### config.mk
export PLATFORM = sky130hd
export DESIGN_NAME = ihd_host_port
export DESIGN_NICKNAME = d
export VERILOG_FILES = /design/src/ihd_pkg.sv /design/src/ihd_host_port.sv
export SDC_FILE = /design/constraint.sdc
export NUM_CORES = 1
export LEC_CHECK = 0
export BUFFER_PORTS_ARGS = -buffer_cell sky130_fd_sc_hd__buf_4
export CAP_MARGIN = 20
export CORE_MARGIN = 3
export CORE_UTILIZATION = 35
export CTS_CLUSTER_SIZE = 16
export DETAILED_ROUTE_END_ITERATION = 10
export SLEW_MARGIN = 20
export SYNTH_ARGS = -nofsm -noshare
export SYNTH_HDL_FRONTEND = slang
export SYNTH_SLANG_ARGS = --single-unit
### constraint.sdc
create_clock -name clk -period 3.7 [get_ports clk]
set_input_delay 0.37 -clock clk [delete_from_list [all_inputs] [get_ports clk]]
set_output_delay 0.37 -clock clk [all_outputs]
set_load 0.1 [all_outputs]
### src/ihd_pkg.sv
// Shared constants and carrier types for the ISA host data port block
package ihd_pkg;
   // APB byte offsets
   localparam logic [7:0] OFS_RSTART = 8'h00;
   localparam logic [7:0] OFS_RCOUNT = 8'h04;
   localparam logic [7:0] OFS_CONFIG = 8'h08;
   localparam logic [7:0] OFS_SHCTL1 = 8'h0C;
   localparam logic [7:0] OFS_SHCTL2 = 8'h10;
   localparam logic [7:0] OFS_CMD    = 8'h14;
   localparam logic [7:0] OFS_STATUS = 8'h18;
   localparam logic [7:0] OFS_RADDR  = 8'h1C;
   // Field positions
   localparam int CFG_WTS_BIT   = 0;
   localparam int CFG_LATE_BIT  = 1;
   localparam int CFG_SHM_BIT   = 2;
   localparam int SH1_EN_BIT    = 6;
   localparam int SH1_A19_BIT   = 7;
   localparam int CMD_RD_BIT    = 0;
   localparam int CMD_WR_BIT    = 1;
   localparam int CMD_ABORT_BIT = 2;
   // Reset values
   localparam logic [15:0] RST_WORD16 = 16'h0000;
   localparam logic [7:0]  RST_BYTE   = 8'h00;
   // ISA I/O decode: 32-byte block, data port at offset 10h
   localparam logic [9:0] IO_BASE     = 10'h300;
   localparam logic [4:0] IO_PORT_OFS = 5'h10;
   // Window sizes
   localparam logic [1:0] WIN_8K  = 2'h0;
   localparam logic [1:0] WIN_16K = 2'h1;
   localparam logic [1:0] WIN_32K = 2'h2;
   localparam logic [1:0] WIN_64K = 2'h3;

   typedef struct packed {
      logic [3:0]  la_hi;
      logic [19:0] sa;
      logic        aen;
      logic        sbhe_n;
      logic        ior_n;
      logic        iow_n;
      logic        mrd_n;
      logic        mwr_n;
      logic [15:0] sd;
   } ihd_isa_in_t;

   typedef struct packed {
      logic        en;
      logic        we;
      logic [1:0]  be;
      logic [15:0] addr;
      logic [15:0] wdata;
   } ihd_ram_req_t;

   typedef enum logic [4:0] {
      RM_IDLE = 5'h01,
      RM_ARB  = 5'h02,
      RM_ACC  = 5'h04,
      RM_CAPT = 5'h08,
      RM_HOST = 5'h10
   } ihd_rm_state_t;

   typedef enum logic [2:0] {
      SH_IDLE = 3'h1,
      SH_ACC  = 3'h2,
      SH_HOLD = 3'h4
   } ihd_sh_state_t;
endpackage

### src/ihd_host_port.sv
// ISA host data port, shared-window decode, remote DMA and RAM arbitration
//
// Contract
// Remote read fetches a word into the latch, then advances address, reduces count.
// Host port read with empty latch is stretched by wait until data present.
// Host port read strobe acknowledges the remote DMA, which fetches the next word.
// Remote transfers repeat until byte count is zero, then remote DMA ends.
// Remote DMA arbitrates per word, releases RAM after each, waits for local DMA.
// Remote write moves latched host data to RAM; latch writes blocked while full.
// Shared access waits for running local DMA; earlier shared access finishes first.
// Shared decode enabled only while the shared window enable bit is set.
// Width pin low: base from first control register, A19 must be one.
// Compare A13-18 for 8k; skip A13 16k, A13-14 32k, A13-15 64k.
// Width pin high: base from both registers, A19 programmable, same partial decode.
// Shared access completes at once when idle, waits during local DMA, uses RAM; code pulls CHRDY low until SH_HOLD even when idle.
// All host register accesses are byte wide.
// Respond to I/O only on own SA0-9 decode with strobe; ignore when AEN high.
// Pull CHRDY inactive while not ready; leave it untouched when ready.
// Register and 8-bit port reads drive data on SD0-7.
// Register and 8-bit port writes take data from SD0-7.
// 16-bit port decode asserts IO16; late select waits for the strobe.
// Host drives SBHE low with even address for 16-bit port transfers.
// 16-bit mode port reads drive SD0-15, writes take SD0-15.
// Port width follows word transfer select bit and width-select pin.
// In 16-bit mode each port access reduces the byte count by two.
`timescale 1ns/1ns
module ihd_host_port (
   input  wire logic                clk,
   input  wire logic                rst,
   // APB slave
   input  wire logic                psel,
   input  wire logic                penable,
   input  wire logic                pwrite,
   input  wire logic [7:0]          paddr,
   input  wire logic [31:0]         pwdata,
   output logic                     pready,
   output logic [31:0]              prdata,
   output logic                     pslverr,
   // ISA side
   input  wire ihd_pkg::ihd_isa_in_t isa_i,
   input  wire logic                bus_width_select_pin,
   output logic [15:0]              sd_o,
   output logic [1:0]               sd_oe_n,
   output logic                     chrdy_o,
   output logic                     chrdy_oe_n,
   output logic                     io16_o,
   output logic                     io16_oe_n,
   // Buffer RAM and local DMA
   output ihd_pkg::ihd_ram_req_t    ram_o,
   input  wire logic [15:0]         ram_rdata,
   input  wire logic                local_req,
   output logic                     local_gnt
);
   // Register state
   logic [15:0] rstart_r, rcount_r, raddr_r;
   logic [2:0]  config_r;
   logic [7:0]  shctl1_r, shctl2_r;
   logic        rm_dir_wr_r;
   logic [15:0] latch_r;
   logic        latch_full_r;
   logic        local_gnt_r;
   ihd_pkg::ihd_rm_state_t rm_state_r, rm_nxt;
   ihd_pkg::ihd_sh_state_t sh_state_r, sh_nxt;
   logic [15:0] sh_data_r;
   logic        ior_prev_r, iow_prev_r;
   logic [15:0] wdat_r;
   logic [4:0]  ioofs_r;
   logic        wide_acc_r;

   // Word view of register state for APB and ISA reads
   function automatic logic [15:0] reg_word(input logic [2:0] idx, input logic [15:0] st);
      logic [15:0] w;
      w = 16'h0000;
      case (idx)
         3'h0:    w = rstart_r;
         3'h1:    w = rcount_r;
         3'h2:    w = {13'h0000, config_r};
         3'h3:    w = {8'h00, shctl1_r};
         3'h4:    w = {8'h00, shctl2_r};
         3'h6:    w = st;
         3'h7:    w = raddr_r;
         default: w = 16'h0000;
      endcase
      return w;
   endfunction

   // Window compare with size-dependent don't-care bits
   function automatic logic win_match(input logic [19:0] a, input logic [3:0] la, input logic wid);
      logic [5:0] m;
      logic       ok;
      m = 6'h3F;
      case (shctl2_r[5:4])
         ihd_pkg::WIN_8K:  m = 6'h3F;
         ihd_pkg::WIN_16K: m = 6'h3E;
         ihd_pkg::WIN_32K: m = 6'h3C;
         ihd_pkg::WIN_64K: m = 6'h38;
         default:          m = 6'h3F;
      endcase
      ok = ((a[18:13] & m) == (shctl1_r[5:0] & m));
      if (!wid) begin
         ok = ok && a[19];
      end else begin
         ok = ok && (a[19] == shctl1_r[ihd_pkg::SH1_A19_BIT]) && (la == shctl2_r[3:0]);
      end
      return ok && shctl1_r[ihd_pkg::SH1_EN_BIT];
   endfunction

   // Decode
   logic        wide, io_hit, port_sel, reg_sel, ior_act, iow_act;
   logic        port_rd_end, port_wr_end, reg_wr_end, port_rd_wait, port_wr_wait;
   logic        sh_hit, sh_wait, shm;
   logic [15:0] status_w, step, ram_ofs_mask;
   assign shm      = config_r[ihd_pkg::CFG_SHM_BIT];
   assign wide     = config_r[ihd_pkg::CFG_WTS_BIT] && bus_width_select_pin;
   assign step     = wide ? 16'h0002 : 16'h0001;
   assign io_hit   = !isa_i.aen && (isa_i.sa[9:5] == ihd_pkg::IO_BASE[9:5]);
   assign port_sel = io_hit && !shm && (isa_i.sa[4:1] == ihd_pkg::IO_PORT_OFS[4:1]);
   assign reg_sel  = io_hit && !isa_i.sa[4];
   assign ior_act  = !isa_i.ior_n;
   assign iow_act  = !isa_i.iow_n;
   assign port_rd_end = port_sel && !ior_prev_r && !ior_act;
   assign port_wr_end = port_sel && !iow_prev_r && !iow_act;
   assign reg_wr_end  = reg_sel && !iow_prev_r && !iow_act;
   assign port_rd_wait = port_sel && ior_act && !latch_full_r && !rm_dir_wr_r;
   assign port_wr_wait = port_sel && iow_act && latch_full_r;
   assign sh_hit  = !isa_i.aen && (!isa_i.mrd_n || !isa_i.mwr_n)
                    && win_match(isa_i.sa, isa_i.la_hi, bus_width_select_pin);
   assign sh_wait = sh_hit && (sh_state_r != ihd_pkg::SH_HOLD);
   assign status_w = {11'h000, sh_wait, latch_full_r, rm_dir_wr_r, local_gnt_r,
                      rm_state_r != ihd_pkg::RM_IDLE};
   assign ram_ofs_mask = (shctl2_r[5:4] == ihd_pkg::WIN_8K)  ? 16'h1FFF :
                         (shctl2_r[5:4] == ihd_pkg::WIN_16K) ? 16'h3FFF :
                         (shctl2_r[5:4] == ihd_pkg::WIN_32K) ? 16'h7FFF : 16'hFFFF;

   // APB: zero-wait slave, read data prepared in the setup cycle
   logic apb_wr, apb_mapped;
   assign pready  = 1'b1;
   assign apb_wr  = psel && penable && pwrite;
   assign apb_mapped = (paddr[1:0] == 2'b00) && (paddr <= ihd_pkg::OFS_RADDR);
   assign pslverr = psel && penable && !apb_mapped;

   always_ff @(posedge clk) begin
      if (rst) begin
         prdata <= 32'h0000_0000;
      end else if (psel && !penable) begin
         prdata <= apb_mapped ? {16'h0000, reg_word(paddr[4:2], status_w)} : 32'h0000_0000;
      end
   end

   // Write strobes from both sources
   logic       wr_any;
   logic [2:0] wr_idx;
   logic       wr_hi;
   logic [7:0] wr_lo_b;
   logic [7:0] wr_hi_b;
   logic       wr_bytes;
   always_comb begin
      wr_any   = 1'b0;
      wr_idx   = 3'h0;
      wr_hi    = 1'b0;
      wr_lo_b  = 8'h00;
      wr_hi_b  = 8'h00;
      wr_bytes = 1'b0;
      if (apb_wr && apb_mapped) begin
         wr_any   = 1'b1;
         wr_idx   = paddr[4:2];
         wr_lo_b  = pwdata[7:0];
         wr_hi_b  = pwdata[15:8];
         wr_bytes = 1'b1;
      end else if (reg_wr_end) begin
         wr_any  = 1'b1;
         wr_idx  = ioofs_r[3:1];
         wr_hi   = ioofs_r[0];
         wr_lo_b = wdat_r[7:0];
         wr_hi_b = wdat_r[7:0];
      end
   end

   function automatic logic [15:0] merge(input logic [15:0] old);
      logic [15:0] v;
      v = old;
      if (wr_bytes) begin
         v = {wr_hi_b, wr_lo_b};
      end else if (wr_hi) begin
         v[15:8] = wr_hi_b;
      end else begin
         v[7:0] = wr_lo_b;
      end
      return v;
   endfunction

   logic cmd_rd, cmd_wr, cmd_abort;
   assign cmd_rd    = wr_any && (wr_idx == 3'h5) && !wr_hi && wr_lo_b[ihd_pkg::CMD_RD_BIT];
   assign cmd_wr    = wr_any && (wr_idx == 3'h5) && !wr_hi && wr_lo_b[ihd_pkg::CMD_WR_BIT];
   assign cmd_abort = wr_any && (wr_idx == 3'h5) && !wr_hi && wr_lo_b[ihd_pkg::CMD_ABORT_BIT];

   // Configuration registers
   always_ff @(posedge clk) begin
      if (rst) begin
         rstart_r <= ihd_pkg::RST_WORD16;
         config_r <= 3'h0;
         shctl1_r <= ihd_pkg::RST_BYTE;
         shctl2_r <= ihd_pkg::RST_BYTE;
      end else if (wr_any) begin
         case (wr_idx)
            3'h0:    rstart_r <= merge(rstart_r);
            3'h2:    config_r <= 3'(merge({13'h0000, config_r}));
            3'h3:    shctl1_r <= 8'(merge({8'h00, shctl1_r}));
            3'h4:    shctl2_r <= 8'(merge({8'h00, shctl2_r}));
            default: rstart_r <= rstart_r;
         endcase
      end
   end

   // Remote address and byte count
   logic advance;
   assign advance = (rm_state_r == ihd_pkg::RM_CAPT)
                    || (rm_state_r == ihd_pkg::RM_ACC && rm_dir_wr_r);
   always_ff @(posedge clk) begin
      if (rst) begin
         raddr_r  <= ihd_pkg::RST_WORD16;
         rcount_r <= ihd_pkg::RST_WORD16;
      end else if (advance) begin
         raddr_r  <= raddr_r + step;
         rcount_r <= (rcount_r > step) ? rcount_r - step : 16'h0000;
      end else if (cmd_rd || cmd_wr) begin
         raddr_r  <= rstart_r;
      end else if (wr_any && wr_idx == 3'h1) begin
         rcount_r <= merge(rcount_r);
      end
   end

   // Remote DMA sequencer
   logic ram_free;
   assign ram_free = !local_gnt_r && !local_req && (sh_state_r == ihd_pkg::SH_IDLE) && !sh_hit;
   always_comb begin
      rm_nxt = rm_state_r;
      case (rm_state_r)
         ihd_pkg::RM_IDLE: begin
            if (cmd_rd && rcount_r != 16'h0000) rm_nxt = ihd_pkg::RM_ARB;
            else if (cmd_wr && rcount_r != 16'h0000) rm_nxt = ihd_pkg::RM_HOST;
         end
         ihd_pkg::RM_ARB: begin
            if (ram_free) rm_nxt = ihd_pkg::RM_ACC;
         end
         ihd_pkg::RM_ACC: begin
            if (!rm_dir_wr_r) rm_nxt = ihd_pkg::RM_CAPT;
            else if (rcount_r <= step) rm_nxt = ihd_pkg::RM_IDLE;
            else rm_nxt = ihd_pkg::RM_HOST;
         end
         ihd_pkg::RM_CAPT: rm_nxt = ihd_pkg::RM_HOST;
         ihd_pkg::RM_HOST: begin
            if (rm_dir_wr_r && latch_full_r) begin
               rm_nxt = ihd_pkg::RM_ARB;
            end else if (!rm_dir_wr_r && port_rd_end) begin
               rm_nxt = (rcount_r == 16'h0000) ? ihd_pkg::RM_IDLE : ihd_pkg::RM_ARB;
            end
         end
         default: rm_nxt = ihd_pkg::RM_IDLE;
      endcase
      if (cmd_abort) rm_nxt = ihd_pkg::RM_IDLE;
   end

   always_ff @(posedge clk) begin
      if (rst) begin
         rm_state_r  <= ihd_pkg::RM_IDLE;
         rm_dir_wr_r <= 1'b0;
      end else begin
         rm_state_r <= rm_nxt;
         if (rm_state_r == ihd_pkg::RM_IDLE && (cmd_rd || cmd_wr)) rm_dir_wr_r <= cmd_wr;
      end
   end

   // Port latch
   always_ff @(posedge clk) begin
      if (rst) begin
         latch_r      <= ihd_pkg::RST_WORD16;
         latch_full_r <= 1'b0;
      end else if (rm_state_r == ihd_pkg::RM_CAPT) begin
         latch_r      <= wide ? ram_rdata : {8'h00, raddr_r[0] ? ram_rdata[15:8] : ram_rdata[7:0]};
         latch_full_r <= 1'b1;
      end else if (port_wr_end && rm_state_r == ihd_pkg::RM_HOST && rm_dir_wr_r && !latch_full_r) begin
         latch_r      <= wide ? wdat_r : {8'h00, wdat_r[7:0]};
         latch_full_r <= 1'b1;
      end else if ((port_rd_end && !rm_dir_wr_r)
                   || (rm_state_r == ihd_pkg::RM_ACC && rm_dir_wr_r) || cmd_abort) begin
         latch_full_r <= 1'b0;
      end
   end

   // Host strobe tracking and write data capture
   always_ff @(posedge clk) begin
      if (rst) begin
         ior_prev_r <= 1'b1;
         iow_prev_r <= 1'b1;
         wdat_r     <= ihd_pkg::RST_WORD16;
         ioofs_r    <= 5'h00;
         wide_acc_r <= 1'b0;
      end else begin
         ior_prev_r <= !((port_sel || reg_sel) && ior_act);
         iow_prev_r <= !((port_sel || reg_sel) && iow_act);
         if (io_hit && (ior_act || iow_act)) begin
            ioofs_r    <= isa_i.sa[4:0];
            wide_acc_r <= wide && port_sel;
         end
         if (io_hit && iow_act) wdat_r <= isa_i.sd;
      end
   end

   // Shared-memory access sequencer
   always_comb begin
      sh_nxt = sh_state_r;
      case (sh_state_r)
         ihd_pkg::SH_IDLE: if (sh_hit && !local_gnt_r) sh_nxt = ihd_pkg::SH_ACC;
         ihd_pkg::SH_ACC:  sh_nxt = ihd_pkg::SH_HOLD;
         ihd_pkg::SH_HOLD: if (!sh_hit) sh_nxt = ihd_pkg::SH_IDLE;
         default:          sh_nxt = ihd_pkg::SH_IDLE;
      endcase
   end

   logic        sh_word, sh_cap_r;
   logic [15:0] sh_rd_w;
   assign sh_word = bus_width_select_pin && !isa_i.sbhe_n && !isa_i.sa[0];
   assign sh_rd_w = sh_word ? ram_rdata : {8'h00, isa_i.sa[0] ? ram_rdata[15:8] : ram_rdata[7:0]};
   always_ff @(posedge clk) begin
      if (rst) begin
         sh_state_r <= ihd_pkg::SH_IDLE;
         sh_data_r  <= ihd_pkg::RST_WORD16;
         sh_cap_r   <= 1'b0;
      end else begin
         sh_state_r <= sh_nxt;
         sh_cap_r   <= (sh_state_r == ihd_pkg::SH_ACC);
         if (sh_cap_r) begin
            sh_data_r <= sh_rd_w;
         end
      end
   end

   // Local DMA grant: held off by a shared access or remote word already begun
   always_ff @(posedge clk) begin
      if (rst) begin
         local_gnt_r <= 1'b0;
      end else if (local_gnt_r) begin
         local_gnt_r <= local_req;
      end else begin
         local_gnt_r <= local_req && (sh_state_r == ihd_pkg::SH_IDLE) && !sh_hit
                        && (rm_state_r != ihd_pkg::RM_ACC) && (rm_state_r != ihd_pkg::RM_CAPT);
      end
   end
   assign local_gnt = local_gnt_r;

   // RAM request
   always_comb begin
      ram_o = '0;
      if (sh_state_r == ihd_pkg::SH_ACC) begin
         ram_o.en    = 1'b1;
         ram_o.we    = !isa_i.mwr_n;
         ram_o.addr  = isa_i.sa[15:0] & ram_ofs_mask;
         ram_o.be    = sh_word ? 2'h3 : (isa_i.sa[0] ? 2'h2 : 2'h1);
         ram_o.wdata = sh_word ? isa_i.sd : {isa_i.sd[7:0], isa_i.sd[7:0]};
      end else if (rm_state_r == ihd_pkg::RM_ACC) begin
         ram_o.en    = 1'b1;
         ram_o.we    = rm_dir_wr_r;
         ram_o.addr  = raddr_r;
         ram_o.be    = wide ? 2'h3 : (raddr_r[0] ? 2'h2 : 2'h1);
         ram_o.wdata = wide ? latch_r : {latch_r[7:0], latch_r[7:0]};
      end
   end

   // ISA read data
   logic [15:0] rd_nxt;
   logic [1:0]  oe_nxt;
   always_comb begin
      rd_nxt = 16'h0000;
      oe_nxt = 2'b11;
      if (port_sel && ior_act && latch_full_r) begin
         rd_nxt = latch_r;
         oe_nxt = wide ? 2'b00 : 2'b10;
      end else if (reg_sel && ior_act) begin
         rd_nxt = isa_i.sa[0] ? {8'h00, 8'(reg_word(isa_i.sa[3:1], status_w) >> 8)}
                              : {8'h00, 8'(reg_word(isa_i.sa[3:1], status_w))};
         oe_nxt = 2'b10;
      end else if (sh_hit && !isa_i.mrd_n && sh_state_r == ihd_pkg::SH_HOLD) begin
         rd_nxt = sh_cap_r ? sh_rd_w : sh_data_r;
         oe_nxt = sh_word ? 2'b00 : 2'b10;
      end
   end

   always_ff @(posedge clk) begin
      if (rst) begin
         sd_o    <= ihd_pkg::RST_WORD16;
         sd_oe_n <= 2'b11;
      end else begin
         sd_o    <= rd_nxt;
         sd_oe_n <= oe_nxt;
      end
   end

   // CHRDY pulled low while a port wait is needed or a shared access is not yet in SH_HOLD
   assign chrdy_o    = 1'b0;
   assign chrdy_oe_n = !(port_rd_wait || port_wr_wait || sh_wait);

   // IO16 for data-port decode in 16-bit mode
   logic late_sel;
   assign late_sel  = config_r[ihd_pkg::CFG_LATE_BIT];
   assign io16_o    = 1'b0;
   assign io16_oe_n = !(port_sel && wide && (!late_sel || ior_act || iow_act));

endmodule

Word level (Yosys, flattened, before mapping)
Index checks and enable logic that the tools add are counted.

Logic and storage cells: 270. Input port bits: 109. Output and inout bits: 93. Register bits: 183.

Add/subtract/negate cells: 2. Mux-type cells: 72. Order comparisons: 3. Equal/unequal tests: 45. Reduce and logical (&&, ||, !) cells: 122. Bitwise operators: 3.

Operator list (number): $mux W16 (22); $pmux W16 S7 (2); $mux W36 (2); $mux W8 (9); $logic_and A1 B1 Y1 (64); $mux W5 (7); $eq A3 B3 Y1 const B (9); $pmux W5 S5 (1); $logic_not A1 Y1 (24); $pmux W6 S4 (1); $reduce_and A3 Y1 (8); $mux W2 (11); $eq A3 B2 Y1 const B (7); $mux W3 (6); $add A16 B2 Y16 (1); $and A16 B16 Y16 (1); $gt A16 B2 Y1 (1); $le A16 B2 Y1 (1); $logic_not A16 Y1 (1); $reduce_bool A16 Y1 (1); $sub A16 B2 Y16 (1); $and A6 B6 Y6 (2); $eq A3 B1 Y1 const B (4); $logic_or A1 B1 Y1 (11); other kinds (27) (50).

Longest topological paths before layout
Gate-level depths: netlist of run 1.

Depth after elaboration: 15. Gate-level depth with buffers: 11.

Worst setup path before layout of run 1
OpenSTA, ideal clock, no wires.

Kind: register -> output. From: register rm_state_r[4]. To: output ram_o[16] (netlist bit). Setup slack: -121 ps. Cell stages (with the launch flop): 6. Data arrival time: 3451 ps. Path buffers: 2. Path through: dfxtp_1 > clkbuf_1 > nor2_1 > nand3_1 > clkbuf_1 > o31ai_1.

RTL lines: start, declared (line ihd_host_port.sv:62) `ihd_pkg::ihd_rm_state_t rm_state_r, rm_nxt;`; start signal, assigned (line ihd_host_port.sv:266) `rm_state_r <= ihd_pkg::RM_IDLE;`; start signal, assigned (line ihd_host_port.sv:269) `rm_state_r <= rm_nxt;`; end, declared (line ihd_host_port.sv:49) `output ihd_pkg::ihd_ram_req_t ram_o,`.

==> results of run 1 <==
-- per-stage QoR --
stage	util [%]	setup TNS, ns
2_1_floorplan	-	-0.399
3_3_place_gp	40.5	0
3_5_place_dp	40.5	0
4_1_cts	42.7	0
5_1_grt	42.7	0
6_report	42.7	0
-- flip-flops by register name, indices dropped and copies added, names as in the netlist, 16 cells and up --
| register | cells |
|---|---|
| rcount_r | 16 |
| sd_o | 16 |
| prdata | 16 |
| sh_data_r | 16 |
| raddr_r | 16 |
| latch_r | 16 |
| wdat_r | 16 |
| rstart_r | 16 |
-- worst max-delay path by stage --
| stage | from | end | slack (ns) | cells past startpoint |
|---|---|---|---|---|
| after global placement | isa_i[21] | rstart_r[8] | 0.72 | 8 |
| after CTS | rm_state_r[3] | ram_o[15] | 0.38 | 7 |
| after detailed placement | isa_i[21] | rstart_r[11] | 0.72 | 8 |
| after floorplan | rm_state_r[4] | ram_o[16] | -0.12 | 5 |
| final | rm_state_r[3] | ram_o[15] | 0.33 | 7 |
| after global routing | rm_state_r[3] | ram_o[15] | 0.16 | 7 |
-- cells in the final DEF, fill, tap and decap left out, types with 5 or more instances in the layout --
cell / instances
sky130_fd_sc_hd__or4_1: 6
sky130_fd_sc_hd__or2_2: 6
sky130_fd_sc_hd__a211oi_1: 13
sky130_fd_sc_hd__buf_4: 189
sky130_fd_sc_hd__o211ai_1: 6
sky130_fd_sc_hd__nor2b_1: 10
sky130_fd_sc_hd__and3_1: 14
sky130_fd_sc_hd__and2_1: 8
sky130_fd_sc_hd__a22o_1: 22
sky130_fd_sc_hd__a22oi_1: 28
sky130_fd_sc_hd__a21o_1: 7
sky130_fd_sc_hd__mux2i_1: 93
sky130_fd_sc_hd__or3_1: 11
sky130_fd_sc_hd__dfxtp_1: 167
sky130_fd_sc_hd__clkbuf_16: 17
sky130_fd_sc_hd__ha_1: 5
sky130_fd_sc_hd__nand2b_1: 16
sky130_fd_sc_hd__xnor2_1: 10
sky130_fd_sc_hd__o21ai_1: 5
sky130_fd_sc_hd__nand4_1: 11
sky130_fd_sc_hd__a31oi_1: 14
sky130_fd_sc_hd__conb_1: 19
sky130_fd_sc_hd__mux2_2: 14
sky130_fd_sc_hd__nor2_1: 157
sky130_fd_sc_hd__nor3_1: 15
sky130_fd_sc_hd__xor2_1: 7
sky130_fd_sc_hd__o31ai_1: 9
sky130_fd_sc_hd__o22ai_1: 6
sky130_fd_sc_hd__inv_8: 6
sky130_fd_sc_hd__o21ai_0: 74
sky130_fd_sc_hd__nor4_1: 11
sky130_fd_sc_hd__nand3_1: 33
sky130_fd_sc_hd__inv_1: 18
sky130_fd_sc_hd__a21oi_1: 101
sky130_fd_sc_hd__mux4_2: 5
sky130_fd_sc_hd__nand3b_1: 9
sky130_fd_sc_hd__nand2_1: 194
-- layout make-up --
type	instances	share of cell area (%)
multi-input combinational	1032	51.7
sequential	167	27.2
timing repair buffer	190	11.7
tap	384	3.90
clock buffer	17	3.45
clock inverter	15	1.55
inverter	19	0.579
antenna	1	0.0203
-- logic make-up after synthesis --
| family | synth area share (%) |
|---|---|
| simple gates | 24.6 |
| compound gates | 21.9 |
| flops | 32.5 |
| buf+inv | 6.48 |
| mux | 12.0 |
| xor+xnor | 1.45 |
| fa+ha+maj | 0.996 |
| other cells | 0.0729 |
-- power by group --
part | leakage (uW) | internal [uW] | switching, uW
clock network | 0.000301 | 931 | 934
registers | 0.00135 | 1810 | 29.7
logic | 0.00304 | 169 | 341
total | 0.00469 | 2910 | 1300
-- per-layer routing --
layer | vias up | share of wire [%] | track usage, %
met1 | 5179 | 43 | 34.7
met3 | 67 | 9.2 | 4.84
met4 | 0 | 2.6 | 7.46
met2 | 550 | 45 | 37.7
li1 | 4916 | - | -
met5 | - | 0 | 0
==> results.txt, run 1 <==
----------------------------------------------------
[Synth]
  #FFs+latches synth ... between 150 and 200
  Area share of the largest cell type after synthesis ... about a third
  Largest area contributor in the netlist ... sky130_fd_sc_hd__dfxtp_1
  Number of enable flip-flop cells after synthesis ... 0
  Distinct cells, synth ... 93
  Synth Instances ... about 1300
  Most frequent cells after synthesis ... sky130_fd_sc_hd__nand2_1 (194), sky130_fd_sc_hd__dfxtp_1 (167), sky130_fd_sc_hd__nor2_1 (157)
  Top-count cell post-synth ... sky130_fd_sc_hd__nand2_1
  Synth area leaders ... sky130_fd_sc_hd__dfxtp_1 (32%), sky130_fd_sc_hd__mux2i_1 (9.0%), sky130_fd_sc_hd__nand2_1 (7.1%), sky130_fd_sc_hd__nor2_1 (5.7%), sky130_fd_sc_hd__a21oi_1 (4.9%)
  Syn avg cell area ... about 7.8 um2
  Synthesized area ... 10300 um2
  Number of synthesis warnings ... 0
  Post-synthesis sequential area ratio ... between 30 and 40%
  Async SR Flop Fraction ... 0%
  Most used flip-flop cell after synthesis ... sky130_fd_sc_hd__dfxtp_1

[Routing]
  Number of design rule violations left after detail routing ... 0
  Post-detailed-route via-to-cell ratio ... 5.87
  Total via count in the routed design ... approximately 11000
  Wire length per cell ... 21.7 um
  Wire length after detailed routing ... between 30 and 40 mm
  Number of antenna-violating nets in the routed design ... 0
  1st-iter DRT viols ... 1165
  Pre-Repair DR Iteration Count ... 8

[Critical path]
  Highest net fanout along the worst path ... 16
  Category of the most critical setup path ... reg -> out
  Peak per-stage delay on the critical path ... 0.69 ns
  Start of the worst register-to-register path ... shctl1_r[3]
  Logic depth of the worst register-to-register path ... 6
  CP required ... around 3.3 ns
  Crit path capture type ... output port
  Arrival @ worst endpoint ... approximately 3 ns
  Register-to-register setup slack ... around 0.80 ns
  Worst path top cell family by delay ... simple AND/OR/NAND/NOR gates
  R2R Path End ... sd_o[12]
  WP buf/inv ... 2
  Startpoint type of the worst setup path ... register
  Slowest stage cell, crit path ... sky130_fd_sc_hd__nand3_1
  Cells along the critical path ... nor2_1 -> nand3_1 -> buf_4 -> a21oi_1 -> nor2_1 -> a21oi_1 -> buf_4

[Clock tree]
  Clock sink total ... between 150 and 200
  CTS hold repair buffers ... 0
  Quantity of gates resized following cts ... 0
  Post-CTS Repair Setup Buffers ... 0
  Clock transition at the registers of the reported paths ... ~0.080 ns
  Clock tree from TritonCTS ... built
  Level count of the clock H-tree ... 4
  Cell chosen for the clock root ... sky130_fd_sc_hd__clkbuf_16
  Clock latency on the worst-skew pair ... 0.45 ns
  Number of buffers created by CTS ... 17
  Worst-case clock buffer depth ... 2

[Global routing]
  Remaining global-route overflow ... 0
  Total GRT Usage ... roughly a quarter
  Pin count of the biggest net entering global routing ... roughly 120
  Global-route wire length before repair ... a little under 60 mm
  Initial antenna violation count ... 1
  Number of global-route vias before repair ... 9795

[Job]
  MaxCap Viol Count ... 0

[STA]
  Worst setup skew after layout ... around 0.011 ns
  Hold Fails Final Rpt ... 0
  Total setup violations reported at the end of the flow ... 0
  Share of the cycle needed by the critical path after routing ... around nine tenths
  Highest attainable clock frequency ... approximately 300 MHz
  Least-Margin Pin Slew ... approximately 1.0 ns
  Worst slew margin ... 30.5%
  Worst Hold Margin ... 0.169 ns
  Setup repair after global routing missed its margin ... no
  Min cycle time layout ... between 3 and 4 ns
  Final slew viol count ... 0
  Final worst slack ... between 0.3 and 0.4 ns

[Power]
  Total chip power ... roughly 4200 uW
  Leak pwr ... 0.00469 uW
  Peak VDD IR ... between 0.0003 and 0.0004 V
  PD cells ... roughly 340 nW/um2

[Floorplanning]
  Number of placement rows ... 62
  Die X ... between 150 and 200 um
  Die height ... about 180 um
  Initial cell density of the core ... between 30% and 40%
  Die Footprint ... approximately 32000 um2
  Number of top-level pins ... around 200
  Core region area ... 28900 um2

[Placement]
  Placed Cells incl. Taps ... about 1800
  Post-detail-place hpwl ... between 20 and 30 mm
  Input/output buffers ... 166
  Weighted congestion reported at the end of routability-driven placement ... approximately 0.94
  Post-Place Cell Area ... approximately 12000 um2
  Placement Setup Slack ... approximately 0.7 ns

[Layout]
  Sequential Area ... ~3300 um2
  Post-route cell area ... approximately 12000 um2
  Nets ... approximately 1500
  Filler cells ... 2997
  Combined area of the multi-input logic cells ... 6360 um2
  Area Overhead vs Synth ... 19.6%
  Filler-free cell count of the finished design ... between 1500 and 2000
  Share of layout cells above drive strength 1 ... between 15 and 20%

[Status]
  Run status ... complete, no violations

[Worst hold path]
  Worst Hold Path Cells ... 2
  Worst min-delay path endpoint ... local_gnt
  HP Start ... local_req
  Min-Delay Path Class ... in -> reg

----------------------------------------------------
No activity file was read; power rests on OpenSTA's default activity.
==> run 2, diff against run 1 <==
RECOVER_POWER = 50   (was not set)
==> run 2 against run 1 <==
  * Sequential share of layout area rose by 0.40 points
  * Critical path depth fell by 1
  * Worst setup slack got worse by 0.061 ns
  * Global-route usage did not move
  * Via count fell by 0.14%
  * Die area did not move
  * First-iteration DRC count rose by 2.2%
  * Routed wire length rose by 0.12%
  * Sequential power barely moved
  * Worst hold slack improved by 0.0019 ns
  * Combinational power barely moved
  * Critical path type is now in -> out
  * Largest cell class unchanged
  * Largest power group unchanged
==> results.txt, run 2 (synthesis results as in run 1) <==
----------------------------------------------------
[Status]
  Run status ... complete, no violations

[STA]
  Least-Margin Pin Slew ... 1.29 ns (+0.251 ns)
  Final slew viol count ... 0 (unchanged)
  Worst slew margin ... 13.6% (-17 points)
  Total setup violations reported at the end of the flow ... 0 (unchanged)
  Min cycle time layout ... 3.43 ns (+0.0610 ns)
  Worst setup skew after layout ... 0.0122 ns (+0.00120 ns)
  Hold Fails Final Rpt ... 0 (unchanged)
  Highest attainable clock frequency ... 292 MHz (-1.8%)
  Share of the cycle needed by the critical path after routing ... 92.6% (+1.6 points)
  Setup repair after global routing missed its margin ... no
  Final worst slack ... 0.272 ns (-0.0610 ns)

[Global routing]
  Initial antenna violation count ... 1 (unchanged)
  Pin count of the biggest net entering global routing ... 118 (unchanged)
  Number of global-route vias before repair ... 9795 (unchanged)
  Total GRT Usage ... 24.6% (unchanged)
  Remaining global-route overflow ... 0 (unchanged)
  Global-route wire length before repair ... 59.6 mm (unchanged)

[Critical path]
  Startpoint type of the worst setup path ... primary input
  Category of the most critical setup path ... in -> out
  Crit path capture type ... output port
  Highest net fanout along the worst path ... 23 (+7)
  Arrival @ worst endpoint ... 3.06 ns (+0.06 ns)
  CP required ... 3.33 ns (about the same)

[Floorplanning]
  Die height ... 178 um (unchanged)
  Core region area ... 28900 um2 (unchanged)
  Number of top-level pins ... 202 (unchanged)
  Die X ... 178 um (unchanged)
  Initial cell density of the core ... 35.7% (unchanged)
  Die Footprint ... 31500 um2 (unchanged)
  Number of placement rows ... 62 (unchanged)

[Layout]
  Nets ... 1543 (unchanged)
  Most frequent cells in the layout ... sky130_fd_sc_hd__nand2_1 (194), sky130_fd_sc_hd__dfxtp_1 (167), sky130_fd_sc_hd__nor2_1 (158)
  Share of layout cells above drive strength 1 ... 16.0% (-3.2 points)
  Most frequent standard cell in the layout excluding fill and tap cells ... sky130_fd_sc_hd__nand2_1
  Final standard cell utilization of the core ... 42.0% (-0.62 points)
  Area Overhead vs Synth ... 17.8%

[Clock tree]
  Clock latency on the worst-skew pair ... 0.45 ns (about the same)
  Clock tree from TritonCTS ... built
  Worst-case clock buffer depth ... 2 (unchanged)
  Post-CTS Repair Setup Buffers ... 0 (unchanged)
  Number of buffers created by CTS ... 17 (unchanged)
  Level count of the clock H-tree ... 4 (unchanged)
  Clock sink total ... 167 (unchanged)
  Quantity of gates resized following cts ... 0 (unchanged)
  Cell chosen for the clock root ... sky130_fd_sc_hd__clkbuf_16
  Clock transition at the registers of the reported paths ... 0.08 ns (about the same)
  CTS hold repair buffers ... 0 (unchanged)

[Placement]
  Placement Setup Slack ... 0.722 ns (unchanged)
  Post-detail-place hpwl ... 29.5 mm (unchanged)
  Input/output buffers ... 166 (unchanged)
  Weighted congestion reported at the end of routability-driven placement ... 0.943 (unchanged)

[Routing]
  Wire length after detailed routing ... 39.7 mm (+0.12%)
  Pre-Repair DR Iteration Count ... 5 (-3)
  1st-iter DRT viols ... 1191 (+2.2%)
  Post-detailed-route via-to-cell ratio ... 5.86 (-0.14%)
  Number of antenna-violating nets in the routed design ... 0 (unchanged)
  Wire length per cell ... 21.7 um (+0.12%)
  Number of design rule violations left after detail routing ... 0 (unchanged)
  Total via count in the routed design ... 10700 (-0.14%)

[Power]
  Leak pwr ... 0.00451 uW (-3.7%)
  PD cells ... 347 nW/um2 (+1.4%)
  Total chip power ... 4210 uW (about the same)
  Peak VDD IR ... 0.000337 V (+0.59%)

[Worst hold path]
  Min-Delay Path Class ... in -> reg

[Job]
  MaxCap Viol Count ... 0 (unchanged)

----------------------------------------------------
==> run 2: cell count changes in the layout (fill, tap and decap cells not counted), sizes merged <==
| cell | delta |
|---|---|
| clkbuf | +40 |
| buf | -40 |
==> run 2: cell type report <==
| class | count | area (um2) |
|---|---|---|
| multi-input combinational | 1032 | 6330 |
| inverter | 19 | 71.3 |
| clock buffer | 17 | 425 |
| timing repair buffer | 190 | 1290 |
| antenna | 1 | 2.50 |
| sequential | 167 | 3340 |
| tap | 384 | 480 |
| fill | 3040 | 16700 |
| clock inverter | 15 | 191 |
==> run 2: layer usage <==
metal | up-vias | wire length [um] | global-route usage, %
met1 | 5133 | 17300 | 34.7
met2 | 567 | 17800 | 37.7
met4 | 0 | 1060 | 7.46
li1 | 4922 | - | -
met5 | - | 0 | 0
met3 | 75 | 3530 | 4.84
==> run 2: worst paths after layout <==
kind                            depth (start not counted)  slack (ns)       start      endpoint
worst min-delay path                                    2        0.17   local_req     local_gnt
worst max register to register                          7        0.44  iow_prev_r  rstart_r[11]
worst min register to register                          2        0.46   prdata[1]     prdata[1]
worst max-delay path                                    6        0.27   isa_i[23]     io16_oe_n
==> run 2: per-stage QoR <==
stage	setup TNS (ns)	hold WS [ns]	instances	area [um2]
2_1_floorplan	-0.399	0.437	1343	10400
5_1_grt	0	0.174	1825	12100
4_1_cts	0	0.165	1824	12300
3_3_place_gp	0	0.446	1792	11700
6_report	0	0.171	1825	12100
3_5_place_dp	0	0.450	1792	11700
==> run 2: power by group <==
part	internal, uW	total [uW]	switching (uW)
Sequential	1810	1840	29.6
Combinational	166	508	342
Clock	931	1860	934
==> run 2: worst max-delay path, cell delays in order <==
cell and delay, ns:
sky130_fd_sc_hd__clkbuf_1 0.49, sky130_fd_sc_hd__nor3_1 1.14, sky130_fd_sc_hd__nand3b_1 0.33, sky130_fd_sc_hd__nor2_1 0.26, sky130_fd_sc_hd__nand3_1 0.18, sky130_fd_sc_hd__buf_4 0.27
==> run 3, diff against run 2 <==
BUFFER_PORTS_ARGS = not set   (was -buffer_cell sky130_fd_sc_hd__buf_4)
CTS_CLUSTER_SIZE = 40   (was 16)
DONT_BUFFER_PORTS = 1   (was not set)
==> run 3 against run 2 <==
  * Maximum frequency increased by 5.1%
  * Highest routed layer unchanged
  * Clock skew grew 0.00085 ns
  * Critical path depth is 1 lower
  * Clock power about the same
  * Critical path type is now reg -> out
  * Core utilization fell by 2.3 points
==> results.txt, run 3 (synthesis results as in run 1) <==
----------------------------------------------------
[STA]
  Share of the cycle needed by the critical path after routing ... 88.1% (-4.5 points)
  Min cycle time layout ... 3.26 ns (-0.167 ns)
  Highest attainable clock frequency ... 307 MHz (+5.1%)
  Worst setup skew after layout ... 0.0131 ns (+0.000855 ns)
  Total setup violations reported at the end of the flow ... 0 (unchanged)
  Hold Fails Final Rpt ... 0 (unchanged)
  Worst slew margin ... 14.0% (+0.37 points)
  Least-Margin Pin Slew ... 1.29 ns (-0.000728 ns)
  Setup repair after global routing missed its margin ... no
  Final slew viol count ... 0 (unchanged)
  Total Negative Setup Slacks ... 0 ns (unchanged)

[Layout]
  Most frequent cells in the layout ... sky130_fd_sc_hd__nand2_1 (194), sky130_fd_sc_hd__dfxtp_1 (167), sky130_fd_sc_hd__nor2_1 (159)
  Sequential Area ... 3340 um2 (unchanged)
  Filler-free cell count of the finished design ... 1693 (-7.2%)
  Share of layout cells above drive strength 1 ... 13.1% (-2.9 points)
  Area Overhead vs Synth ... 11.5%
  Most frequent standard cell in the layout excluding fill and tap cells ... sky130_fd_sc_hd__nand2_1
  Antenna diode instance count ... 0 (-1)
  Filler cells ... 2977 (-2.1%)
  Combined area of the multi-input logic cells ... 6520 um2 (+3.0%)
  Final standard cell utilization of the core ... 39.8% (-2.3 points)
  Nets ... 1412 (-8.5%)

[Clock tree]
  Level count of the clock H-tree ... 4 (unchanged)
  CTS hold repair buffers ... 2 (+2)
  Quantity of gates resized following cts ... 0 (unchanged)
  Worst-case clock buffer depth ... 2 (unchanged)
  Clock transition at the registers of the reported paths ... 0.07 ns (about the same)
  Clock latency on the worst-skew pair ... 0.45 ns (about the same)
  Clock sink total ... 167 (unchanged)
  Cell chosen for the clock root ... sky130_fd_sc_hd__clkbuf_16
  Clock tree from TritonCTS ... built
  Number of buffers created by CTS ... 17 (unchanged)
  Post-CTS Repair Setup Buffers ... 0 (unchanged)

[Worst hold path]
  Worst Hold Path Cells ... 1 (-1)
  Worst min-delay path endpoint ... ior_prev_r
  Min-Delay Path Class ... in -> reg
  HP Start ... isa_i[19]

[Critical path]
  Crit path capture type ... output port
  Startpoint type of the worst setup path ... register
  Highest net fanout along the worst path ... 21 (-8.7%)
  R2R Path End ... latch_full_r
  CP required ... 3.33 ns (about the same)
  Category of the most critical setup path ... reg -> out
  Logic depth of the worst register-to-register path ... 8 (+1)
  Start of the worst register-to-register path ... iow_prev_r
  Arrival @ worst endpoint ... 2.89 ns (-0.17 ns)
  Register-to-register setup slack ... 0.72 ns (+0.28 ns)

[Routing]
  Post-detailed-route via-to-cell ratio ... 5.98 (+2.0%)
  Wire length after detailed routing ... 39.8 mm (+0.39%)
  Number of design rule violations left after detail routing ... 0 (unchanged)
  Pre-Repair DR Iteration Count ... 6 (+1)
  Total via count in the routed design ... 10100 (-5.4%)
  Wire length per cell ... 23.5 um (+8.2%)
  Number of antenna-violating nets in the routed design ... 0 (unchanged)
  1st-iter DRT viols ... 1198 (+0.59%)

[Floorplanning]
  Core region area ... 28900 um2 (unchanged)
  Die X ... 178 um (unchanged)
  Initial cell density of the core ... 35.7% (unchanged)
  Number of placement rows ... 62 (unchanged)
  Die height ... 178 um (unchanged)
  Number of top-level pins ... 202 (unchanged)
  Die Footprint ... 31500 um2 (unchanged)

[Power]
  Peak VDD IR ... 0.000340 V (+0.91%)
  PD cells ... 355 nW/um2 (+2.3%)
  Total chip power ... 4080 uW (-3.2%)
  Leak pwr ... 0.00404 uW (-10%)

[Global routing]
  Remaining global-route overflow ... 0 (unchanged)
  Number of global-route vias before repair ... 9256 (-5.5%)
  Initial antenna violation count ... 1 (unchanged)
  Global-route track usage on met3 ... 5.76% (+0.92 points)
  Total GRT Usage ... 24.6% (+0.066 points)
  Most heavily used metal layer in global routing ... met2
  Global-route wire length before repair ... 59.0 mm (-1.0%)
  Global routing usage on met2 ... 37.1% (-0.64 points)
  Met1 track utilization from global routing ... 34.3% (-0.39 points)
  Pin count of the biggest net entering global routing ... 99 (-16%)

[Placement]
  Placed Cells incl. Taps ... 1658 (-7.5%)
  Post-detail-place hpwl ... 29.1 mm (-1.2%)
  Weighted congestion reported at the end of routability-driven placement ... 0.951 (+0.85%)
  Input/output buffers ... 0 (-100%)

[Status]
  Run status ... complete, no violations

[Job]
  MaxCap Viol Count ... 0 (unchanged)

----------------------------------------------------
-- run 3: changes by cell type in the layout (fill, tap and decap cells not counted), moves of 5 or more --
cell / before / now
sky130_fd_sc_hd__a21oi_1: 101 / 92
sky130_fd_sc_hd__o21ai_2: 2 / 22
sky130_fd_sc_hd__buf_4: 149 / 52
sky130_fd_sc_hd__o21ai_0: 75 / 60
sky130_fd_sc_hd__a21oi_2: 0 / 9
sky130_fd_sc_hd__o21ai_1: 5 / 0
sky130_fd_sc_hd__clkbuf_1: 40 / 4
-- run 3: final cells by class --
cell class                      count  area share [%]
Clock buffer                       17            3.71
Sequential cell                   167            29.1
Inverter                           19           0.621
Clock inverter                     15            1.70
Tap cell                          384            4.19
Multi-Input combinational cell   1032            56.8
Timing Repair Buffer               59            3.88
-- run 3: through the flow --
stage / hold WS [ns] / cell area [um2] / worst slack, ns
final: 0.0297 / 11500 / 0.439
after floorplan: 0.437 / 10400 / -0.121
after global placement: 0.441 / 10900 / 0.886
after global routing: 0.00469 / 11500 / 0.295
after CTS: 0.00609 / 11500 / 0.472
after detailed placement: 0.444 / 10900 / 0.848
-- run 3: layer usage --
layer,part of all wire (%),vias to the layer above,wire (um)
li1,-,4639,-
met1,43,4840,17100
met2,44,565,17400
met3,9.8,75,3920
met4,3.5,0,1380
met5,0,-,0
-- run 3: worst max path at each step --
stage / from / endpoint / cells after the start / slack (ns)
floorplan: rm_state_r[4] / ram_o[16] / 5 / -0.12
global placement: bus_width_select_pin / raddr_r[15] / 9 / 0.89
detailed placement: bus_width_select_pin / raddr_r[15] / 9 / 0.85
CTS: rm_state_r[4] / ram_o[29] / 5 / 0.47
global route: shctl1_r[3] / chrdy_oe_n / 7 / 0.29
finish: rm_state_r[4] / ram_o[29] / 5 / 0.44
-- run 3: power by group --
| group | internal [uW] | leakage [uW] | switching (uW) |
|---|---|---|---|
| Clock | 928 | 0.000297 | 951 |
| Combinational | 109 | 0.00240 | 247 |
| Sequential | 1810 | 0.00135 | 32.7 |
-- run 3: critical path, cell delays in order (launching register included) --
cell and delay [ns]:
sky130_fd_sc_hd__dfxtp_1 0.42, sky130_fd_sc_hd__nor2_1 0.36, sky130_fd_sc_hd__nand3_2 0.61, sky130_fd_sc_hd__buf_4 0.49, sky130_fd_sc_hd__o22ai_2 0.22, sky130_fd_sc_hd__buf_4 0.34
